$ cat src/hw/eic_pkg.sv
// Purpose: shared constants and types for the external interrupt conditioner
// Assumes: four channels, 32-bit register port, byte addresses as printed
// Notes on behaviour
// - trigger bit zero level, one edge
// - polarity zero low/falling, one high/rising
// - interrupt needs routed pin and enable
// - polarity change may set flag; write-one clears
// - take every pin state plus routing indication
// - low-active level: AND of routed pins
// - high-active level: OR of routed pins
// - edge mode uses lowest-numbered routed pin
// - bit n of trigger register governs channel n
package eic_pkg;
  localparam int NCH = 4;
  localparam int DW = 32;
  localparam int AW = 32;
  localparam int REG_W = 8;

  localparam logic [AW-1:0] ADDR_TRIGGER_SELECT = 32'hE01FC148;
  localparam logic [AW-1:0] ADDR_POLARITY_SELECT = 32'hE01FC14C;
  localparam logic [AW-1:0] ADDR_IRQ_FLAG = 32'hE01FC150;
  localparam logic [AW-1:0] ADDR_IRQ_MASK = 32'hE01FC154;

  localparam logic [NCH-1:0] RST_TRIGGER_SELECT = 4'h0;
  localparam logic [NCH-1:0] RST_POLARITY_SELECT = 4'h0;
  localparam logic [NCH-1:0] RST_IRQ_FLAG = 4'h0;
  localparam logic [NCH-1:0] RST_IRQ_MASK = 4'h0;
  localparam logic [DW-1:0] RD_IDLE = 32'h00000000;

  localparam logic TRIG_LEVEL = 1'b0;
  localparam logic TRIG_EDGE = 1'b1;
  localparam logic POL_LOW = 1'b0;
  localparam logic POL_HIGH = 1'b1;

  typedef struct packed {
    logic wr;
    logic rd;
    logic [AW-1:0] addr;
    logic [DW-1:0] wdata;
  } eic_req_t;
endpackage : eic_pkg

$ cat src/hw/eic_top.sv
// Purpose: condition four external interrupt channels for the interrupt controller
// Assumes: pin_routed and vector_irq_enable_mask come from logic on core_clk
// Notes: pin k of channel c sits at index c*PINS_PER_CH+k, lower k is the lower port number
//
// Added by the designer: strobed register access.
`timescale 1ns/1ps
`default_nettype none
module eic_top import eic_pkg::*; #(
  parameter int PINS_PER_CH = 3
) (
  input wire logic core_clk,
  input wire logic rst_n,
  input wire eic_req_t bus_req,
  output logic [DW-1:0] rd_data,
  input wire logic [NCH*PINS_PER_CH-1:0] pin_state,
  input wire logic [NCH*PINS_PER_CH-1:0] pin_routed,
  input wire logic [NCH-1:0] vector_irq_enable_mask,
  output logic [NCH-1:0] channel_function,
  output logic irq_out
);
  localparam int NPIN = NCH * PINS_PER_CH;

  logic [NPIN-1:0] pin_sync;
  logic [NCH-1:0] trigger_r;
  logic [NCH-1:0] trigger_nxt;
  logic [NCH-1:0] polarity_r;
  logic [NCH-1:0] polarity_nxt;
  logic [NCH-1:0] flag_r;
  logic [NCH-1:0] flag_nxt;
  logic [NCH-1:0] mask_r;
  logic [NCH-1:0] mask_nxt;
  logic [DW-1:0] rd_data_nxt;
  logic [NCH-1:0] comb_r;
  logic [NCH-1:0] comb_nxt;
  logic [NCH-1:0] prev_r;
  logic [NCH-1:0] prev_nxt;
  logic [NCH-1:0] any_rt_r;
  logic [NCH-1:0] any_rt_nxt;
  logic [NCH-1:0] channel_function_nxt;
  logic irq_out_nxt;
  logic [NCH-1:0] level_act;
  logic [NCH-1:0] edge_ev;
  logic [NCH-1:0] pol_chg_ev;
  logic [NCH-1:0] set_ev;
  logic [NCH-1:0] clr_req;
  logic wr_trig;
  logic wr_pol;
  logic wr_flag;
  logic wr_mask;

  // pins are asynchronous; routing comes from the pin mux on this clock
  eic_sync #(
    .WIDTH(NPIN)
  ) u_sync (
    .core_clk(core_clk),
    .rst_n(rst_n),
    .async_in(pin_state),
    .sync_out(pin_sync)
  );

  // per-channel combining of the routed pins
  for (genvar c = 0; c < NCH; c++) begin : g_ch
    logic and_v;
    logic or_v;
    logic low_v;
    logic any_v;
    always_comb begin
      and_v = 1'b1;
      or_v = 1'b0;
      low_v = 1'b0;
      any_v = 1'b0;
      // walk downwards so the lowest routed pin is the last one kept
      for (int k = PINS_PER_CH - 1; k >= 0; k--) begin
        if (pin_routed[c*PINS_PER_CH+k]) begin
          and_v = and_v & pin_sync[c*PINS_PER_CH+k];
          or_v = or_v | pin_sync[c*PINS_PER_CH+k];
          low_v = pin_sync[c*PINS_PER_CH+k];
          any_v = 1'b1;
        end
      end
      if (trigger_r[c] == TRIG_EDGE) begin
        comb_nxt[c] = low_v;
      end else if (polarity_r[c] == POL_HIGH) begin
        comb_nxt[c] = or_v;
      end else begin
        comb_nxt[c] = and_v;
      end
      any_rt_nxt[c] = any_v;
    end
  end

  always_ff @(posedge core_clk or negedge rst_n) begin
    if (!rst_n) begin
      comb_r <= '0;
      prev_r <= '0;
      any_rt_r <= '0;
    end else begin
      comb_r <= comb_nxt;
      prev_r <= prev_nxt;
      any_rt_r <= any_rt_nxt;
    end
  end

  // register decode; reserved bits 7:4 are dropped on write
  always_comb begin
    wr_trig = bus_req.wr && (bus_req.addr == ADDR_TRIGGER_SELECT);
    wr_pol = bus_req.wr && (bus_req.addr == ADDR_POLARITY_SELECT);
    wr_flag = bus_req.wr && (bus_req.addr == ADDR_IRQ_FLAG);
    wr_mask = bus_req.wr && (bus_req.addr == ADDR_IRQ_MASK);
    trigger_nxt = wr_trig ? bus_req.wdata[NCH-1:0] : trigger_r;
    polarity_nxt = wr_pol ? bus_req.wdata[NCH-1:0] : polarity_r;
    mask_nxt = wr_mask ? bus_req.wdata[NCH-1:0] : mask_r;
    clr_req = wr_flag ? bus_req.wdata[NCH-1:0] : '0;
    rd_data_nxt = RD_IDLE;
    if (bus_req.rd) begin
      case (bus_req.addr)
        ADDR_TRIGGER_SELECT: rd_data_nxt = {{(DW-NCH){1'b0}}, trigger_r};
        ADDR_POLARITY_SELECT: rd_data_nxt = {{(DW-NCH){1'b0}}, polarity_r};
        ADDR_IRQ_FLAG: rd_data_nxt = {{(DW-NCH){1'b0}}, flag_r};
        ADDR_IRQ_MASK: rd_data_nxt = {{(DW-NCH){1'b0}}, mask_r};
        default: rd_data_nxt = RD_IDLE;
      endcase
    end
  end

  // event detection and the sticky flags
  always_comb begin
    prev_nxt = comb_r;
    for (int c = 0; c < NCH; c++) begin
      // no routed pin means no event at all
      level_act[c] = any_rt_r[c] && (trigger_r[c] == TRIG_LEVEL) &&
                     (comb_r[c] == polarity_r[c]);
      edge_ev[c] = any_rt_r[c] && (trigger_r[c] == TRIG_EDGE) &&
                   (comb_r[c] != prev_r[c]) && (comb_r[c] == polarity_r[c]);
      // a flipped polarity on a pin already at the new active level counts as an edge
      pol_chg_ev[c] = wr_pol && any_rt_r[c] && (trigger_r[c] == TRIG_EDGE) &&
                      (bus_req.wdata[c] != polarity_r[c]) &&
                      (comb_r[c] == bus_req.wdata[c]);
    end
    set_ev = level_act | edge_ev | pol_chg_ev;
    // set wins over a clear in the same cycle
    flag_nxt = (flag_r & ~clr_req) | set_ev;
    channel_function_nxt = flag_nxt & vector_irq_enable_mask;
    irq_out_nxt = |(flag_nxt & mask_r & vector_irq_enable_mask);
  end

  always_ff @(posedge core_clk or negedge rst_n) begin
    if (!rst_n) begin
      trigger_r <= RST_TRIGGER_SELECT;
      polarity_r <= RST_POLARITY_SELECT;
      flag_r <= RST_IRQ_FLAG;
      mask_r <= RST_IRQ_MASK;
      rd_data <= RD_IDLE;
      channel_function <= '0;
      irq_out <= 1'b0;
    end else begin
      trigger_r <= trigger_nxt;
      polarity_r <= polarity_nxt;
      flag_r <= flag_nxt;
      mask_r <= mask_nxt;
      rd_data <= rd_data_nxt;
      channel_function <= channel_function_nxt;
      irq_out <= irq_out_nxt;
    end
  end
endmodule : eic_top
`default_nettype wire

$ cat src/hw/eic_sync.sv
// Purpose: two-flop synchroniser for the raw pin levels
// Assumes: inputs asynchronous to core_clk
// Notes: first stage feeds only the second stage
`timescale 1ns/1ps
`default_nettype none
module eic_sync import eic_pkg::*; #(
  parameter int WIDTH = 12
) (
  input wire logic core_clk,
  input wire logic rst_n,
  input wire logic [WIDTH-1:0] async_in,
  output logic [WIDTH-1:0] sync_out
);
  logic [WIDTH-1:0] meta_r;
  logic [WIDTH-1:0] meta_nxt;
  logic [WIDTH-1:0] sync_nxt;

  always_comb begin
    meta_nxt = async_in;
    sync_nxt = meta_r;
  end

  always_ff @(posedge core_clk or negedge rst_n) begin
    if (!rst_n) begin
      meta_r <= '0;
      sync_out <= '0;
    end else begin
      meta_r <= meta_nxt;
      sync_out <= sync_nxt;
    end
  end
endmodule : eic_sync
`default_nettype wire

$ cat config.mk
export PLATFORM = sky130hd
export DESIGN_NAME = eic_top
export DESIGN_NICKNAME = d
export VERILOG_FILES = /design/src/hw/eic_pkg.sv /design/src/hw/eic_top.sv /design/src/hw/eic_sync.sv
export SDC_FILE = /design/constraint.sdc
export NUM_CORES = 1
export LEC_CHECK = 0
export BUFFER_PORTS_ARGS = -buffer_cell sky130_fd_sc_hd__buf_2
export CAP_MARGIN = 20
export CORE_ASPECT_RATIO = 1.25
export CORE_UTILIZATION = 46
export DETAILED_ROUTE_END_ITERATION = 12
export PLACE_DENSITY = 0.89
export SYNTH_ARGS = -nofsm -noshare
export SYNTH_HDL_FRONTEND = slang
export SYNTH_SLANG_ARGS = --single-unit
$ cat constraint.sdc
create_clock -name core_clk -period 2 [get_ports core_clk]
set_input_delay 0.3 -clock core_clk [delete_from_list [all_inputs] [get_ports core_clk]]
set_output_delay 0.3 -clock core_clk [all_outputs]
set_load 0.005 [all_outputs]
# --- Word-level counts from Yosys, hierarchy flattened ---
# Cells that the tools add are included.
word_totals:
  ff_bits: 89
  in_bits: 96
  out_inout_bits: 37
  word_cells: 156
op_classes:
  n_eq_ne: 20
  muxes: 55
  bitwise: 28
  n_reduce_logical: 41
ops:
  columns: ["cell", "n"]
  rows:
  - ["32-bit == test, second input constant", 4]
  - ["1-bit 2-to-1 mux", 52]
  - ["1-bit logical AND", 40]
  - ["4-bit bitwise AND", 4]
  - ["4-bit case mux with 4 select lines", 1]
  - ["4-bit OR", 3]
  - ["1-bit bitwise AND", 8]
  - ["1-bit == test", 8]
  - ["4-bit 2-to-1 mux", 2]
  - ["1-bit != test", 8]
  - ["1-bit OR", 8]
  - ["1-bit inverter", 4]
  - ["4-bit inverter", 1]
  - ["4-bit OR reduction", 1]

# --- Logic depth before layout (Yosys ltp) ---
logic_depth:
  depth_word: 11
  ltp_mapped: 6

# --- Hierarchy ---
# From an unflattened synthesis, not the netlist that was laid out.
hier_totals:
  cells_unflattened: 255
  area_unflattened_um2: 2895.3
modules_own_cells:
  columns: ["module", "n_inst", "cells_each", "area_each_um2", "seq_area_each_um2"]
  rows:
  - ["eic_top", 1, 231, 2294.7, 925.9]
  - ["eic_sync", 1, 24, 600.6, 600.6]

# --- Worst setup path before layout ---
# OpenSTA, ideal clock, no wires.
synth_timing:
  kind: "input-to-reg"
  start: "input port bus_req[54] in the netlist's numbering"
  end: "register irq_out"
  setup_time_ps: 138
  t_arrival_ps: 2228
  path_slack_ps: -366
  stages: 5
  n_path_buf: 0
  path_cell_list: "or4_4 -> or4_4 -> o31ai_2 -> a31oi_1 -> or4_1"
synth_via:
  elab_chain_len: 11
  elab_cells_between_ends: 28
  classes_between: "2 x eq/ne; 1 x mux; 6 x bitwise; 19 x reduce/logical"
synth_lines:
  columns: ["element", "line_no", "text"]
  rows:
  - ["from (decl)", "eic_top.sv:13", "input wire eic_req_t bus_req,"]
  - ["32-bit == test", "eic_top.sv:107", "wr_pol = bus_req.wr && (bus_req.addr == ADDR_POLARITY_SELECT);"]
  - ["1-bit logical AND", "eic_top.sv:107", null]
  - ["1-bit logical AND (3 in series)", "eic_top.sv:136", "pol_chg_ev[c] = wr_pol && any_rt_r[c] && (trigger_r[c] == TRIG_EDGE) &&"]
  - ["1-bit logical AND", "eic_top.sv:137", "(bus_req.wdata[c] != polarity_r[c]) &&"]
  - ["4-bit OR", "eic_top.sv:140", "set_ev = level_act | edge_ev | pol_chg_ev;"]
  - ["4-bit OR *", "eic_top.sv:142", "flag_nxt = (flag_r & ~clr_req) | set_ev;"]
  - ["4-bit bitwise AND * (2 in series)", "eic_top.sv:144", "irq_out_nxt = |(flag_nxt & mask_r & vector_irq_enable_mask);"]
  - ["4-bit OR reduction *", "eic_top.sv:144", null]
  - ["named net irq_out_nxt", "eic_top.sv:40", "logic irq_out_nxt;"]
  - ["to (signal assigned)", "eic_top.sv:163", "irq_out <= irq_out_nxt;"]
  - ["to (decl)", "eic_top.sv:19", "output logic irq_out"]
# The timed path passes the listed nets; every way through them passes the cells marked *.
# A chain may end at the register's enable or synchronous reset.

# --- Worst setup path after layout ---
# Same ends and word-level chain as after synthesis.

==> results by group <==
Drt
  – Final ANT Viol Nets: 0
  – WL/cell: ~13 µm
  – Residual DRC: 0
  – Routed vias: roughly 2,300
  – Vias/cell: 5.173
  – Drt first pass iters: 4
  – 1st-iter DRT viols: 213
  – Total Wirelength: a little under 6000 µm

Synthesis
  – Ys Warns: 0
  – Post-Synthesis Cells: about 260
  – Post-synth EDFFs: 0
  – Primary FF master, synth: dfrtp_1
  – Count leader, synth: dfrtp_1
  – Share of the synthesized area in the top cell type: between 50% and 60%
  – Most frequent cells after synthesis: 61 x dfrtp_1, 32 x nand2_1, 28 x buf_4
  – Seq/Total Area, Yosys: 53.79%
  – Cell taking the most area after synthesis: dfrtp_1
  – Cell variety after synth: 36
  – Main area contributors after synthesis: dfrtp_1 54%, buf_4 7.4%, mux2_1 4.8%, nand2_1 4.2%, nand2b_1 3.5%
  – Cell Area, Synth: 2838 µm²
  – Synthesized flop and latch total: 61
  – Async set-reset flop share out of synthesis: between 90% and 100%
  – Synth Area per Inst: ~11 µm²

Global routing
  – GRT Overall Usage: approximately a fifth
  – Total gr overflow: 0
  – Met3 Usage GRT: 4.709%
  – First-pass GRT wire length: roughly 9500 µm
  – Antenna violations before repair: 0
  – Global Route met2 Usage: between 30% and 40%
  – Met1 usage: around 22%
  – Gr busiest metal: met2
  – Largest net degree at the start of global routing: 62
  – Vias in the first global route: 2,200

Clocking
  – Clock Pin Slew Worst Setup and Hold Paths: about 0.060 ns
  – Setup repair bufs after CTS: 0
  – Total clock sinks: 61
  – Htree depth: 3
  – CTS tree: built
  – Root Driver: clkbuf_8
  – Num CTS Buffers: 9
  – Worst skew pair latency: approximately 0.33 ns
  – CTS max path bufs: 2

Power
  – Lkg Pwr: between 1.5 and 2 nW
  – Worst ir drop on vdd: approximately 420 µV
  – P per Cell Area: roughly 700 nW/µm²

Die
  – Initial Utilization: between 40 and 50%
  – Die H: 89.82 µm
  – # IOs: roughly 130
  – Die Wd: about 72 µm
  – Core footprint: approximately 6000 µm²
  – Die area: 6489 µm²
  – FP Rows: 31

Timing
  – Final Hold Violating Endpoints: 0
  – Post-Route Skew: ~0.011 ns
  – RSZ-0062 raised after global routing: true
  – Fin. max-slew vios: 0
  – FMAX: between 400 and 500 MHz
  – Setup violators final: 1
  – PnR worst setup slack: -0.06725 ns
  – Final period util: 103.4%
  – Tmin final: about 2.1 ns

Final layout
  – Diode count: 0
  – Final design utilization: 60.95%
  – Area added between synthesis and finish: 25.79%
  – Share of cells above drive strength 1: a little under a third
  – Final Instance Area: approximately 3600 µm²
  – Fillers: a little over 500
  – Nets: 460

Critical path
  – Crit end category: flip-flop
  – Arrival time worst endpoint: 2.27 ns
  – CP Class: in2reg
  – CP Launch Type: input port
  – Critical Path RT: roughly 2.2 ns
  – Crit Path Max Fanout: 4

Placement
  – Post-DP HPWL: about 4400 µm
  – Placed Area: approximately 3400 µm²
  – Final GP Congestion: 0.9118
  – # port buffers: 76

Status
  – Failing checks: negative setup slack
  – Status: finished, violations left

Flow run
  – Max Cap Viol: 0

Hold path
  – Worst Hold Class: in2reg
worst max-delay path: stages:
cell     delay, ns
buf_6         0.09
or4_4         0.52
or4_4         0.51
o31ai_2       0.31
a31oi_1       0.12
or4_1         0.42
per-layer routing:
| metal | share of wire (%) | routed length (µm) | vias up |
|---|---|---|---|
| li1 | - | - | 1102 |
| met1 | 39 | 2273 | 1118 |
| met2 | 52 | 3050 | 100 |
| met3 | 7.1 | 417 | 13 |
| met4 | 2.5 | 148 | 0 |
| met5 | 0 | 0 | - |
sequential cells by signal, summed over array words and instances, names as in the netlist:
signal	cells
irq_out	1
comb_r	4
trigger_r	4
rd_data	4
flag_r	4
prev_r	4
u_sync.meta_r	12
any_rt_r	4
polarity_r	4
u_sync.sync_out	12
channel_function	4
mask_r	4
cells in the final DEF (no fill, tap or decap), types with 2 or more instances in the layout:
cell type | netlist | layout
a21oi_1 | 13 | 13
a221oi_1 | 4 | 4
a22oi_1 | 6 | 6
a31oi_1 | 8 | 8
and2_1 | 4 | 4
buf_2 | 0 | 75
buf_4 | 28 | 15
clkbuf_8 | 0 | 11
clkinv_2 | 0 | 3
conb_1 | 1 | 28
dfrtp_1 | 61 | 61
mux2_1 | 12 | 12
mux2i_1 | 2 | 2
nand2_1 | 32 | 30
nand2_2 | 0 | 2
nand2b_1 | 16 | 16
nand3_1 | 8 | 8
nand3b_1 | 4 | 4
nand4_1 | 6 | 6
nor2_1 | 6 | 6
nor2b_1 | 3 | 3
nor3_1 | 5 | 5
nor3b_1 | 3 | 3
nor4_1 | 2 | 2
nor4b_1 | 2 | 2
o21ai_0 | 7 | 7
o22ai_1 | 3 | 3
o31ai_1 | 6 | 4
o31ai_4 | 0 | 3
or3_1 | 5 | 5
or4_1 | 2 | 2
or4_4 | 2 | 2
xnor2_1 | 2 | 2
cell type report:
| cell class | instances | area [µm²] | share of cell area, % |
|---|---|---|---|
| repair buffers | 93 | 529.3 | 14.83 |
| flip-flops and latches | 61 | 1526 | 42.76 |
| well taps | 82 | 102.6 | 2.874 |
| clock inverters | 4 | 22.52 | 0.6309 |
| multi-input cells | 199 | 1234 | 34.56 |
| clock buffers | 12 | 155.1 | 4.346 |
what timing repair did:
| item | CTS | global route |
|---|---|---|
| pin swaps | 0 | 0 |
| resized for setup | 0 | 5 |
| hold buffers | 1 | 0 |
| endpoints found under the hold margin | 61 | 0 |
| endpoints found under the setup margin | 1 | 8 |
cell families (layout without fill, tap and decap cells):
logic type             after synthesis  in the layout  share of synthesized area (%)
buffers and inverters               31            109                          7.804
XOR/XNOR                             3              3                         0.9261
AO/OA/AOI/OAI                       49             49                          11.24
AND/OR/NAND/NOR                    105            105                          20.64
other                                1             28                         0.1321
flip-flops                          61             61                          53.79
multiplexers                        14             14                          5.467
per-stage QoR:
stage	setup WS [ns]	total power, W	cells	TNS (ns)	hold slack, ns
after floorplan	-0.2436	0.001446	291	-0.2455	0.004409
after global placement	-0.3793	0.001535	434	-4.091	0.3242
after detailed placement	-0.4025	0.001547	434	-4.325	0.3339
after CTS	-0.05316	0.002520	451	-0.05316	0.05856
after global routing	-0.08112	0.002607	451	-0.08112	0.05153
final	-0.06725	0.002494	451	-0.06725	0.07181
path summary, 6_finish.rpt:
check / to / depth (start not counted) / start / slack [ns]
worst max register to register: irq_out / 5 / trigger_r[1] / 0.25
max in group asynchronous: u_sync.meta_r[2] / 3 / rst_n / 1.24
worst min register to register: u_sync.sync_out[9] / 0 / u_sync.meta_r[9] / 0.34
worst max-delay path: irq_out / 6 / bus_req[54] / -0.07
worst min-delay path: u_sync.meta_r[4] / 1 / pin_state[4] / 0.07
min in group asynchronous: u_sync.sync_out[6] / 3 / rst_n / 0.49
power by group:
group	internal, W	switching [W]
registers	0.00128	0.0000241
clock network	0.000511	0.000459
logic	0.000106	0.000115
(Power assumes the default switching activity.)
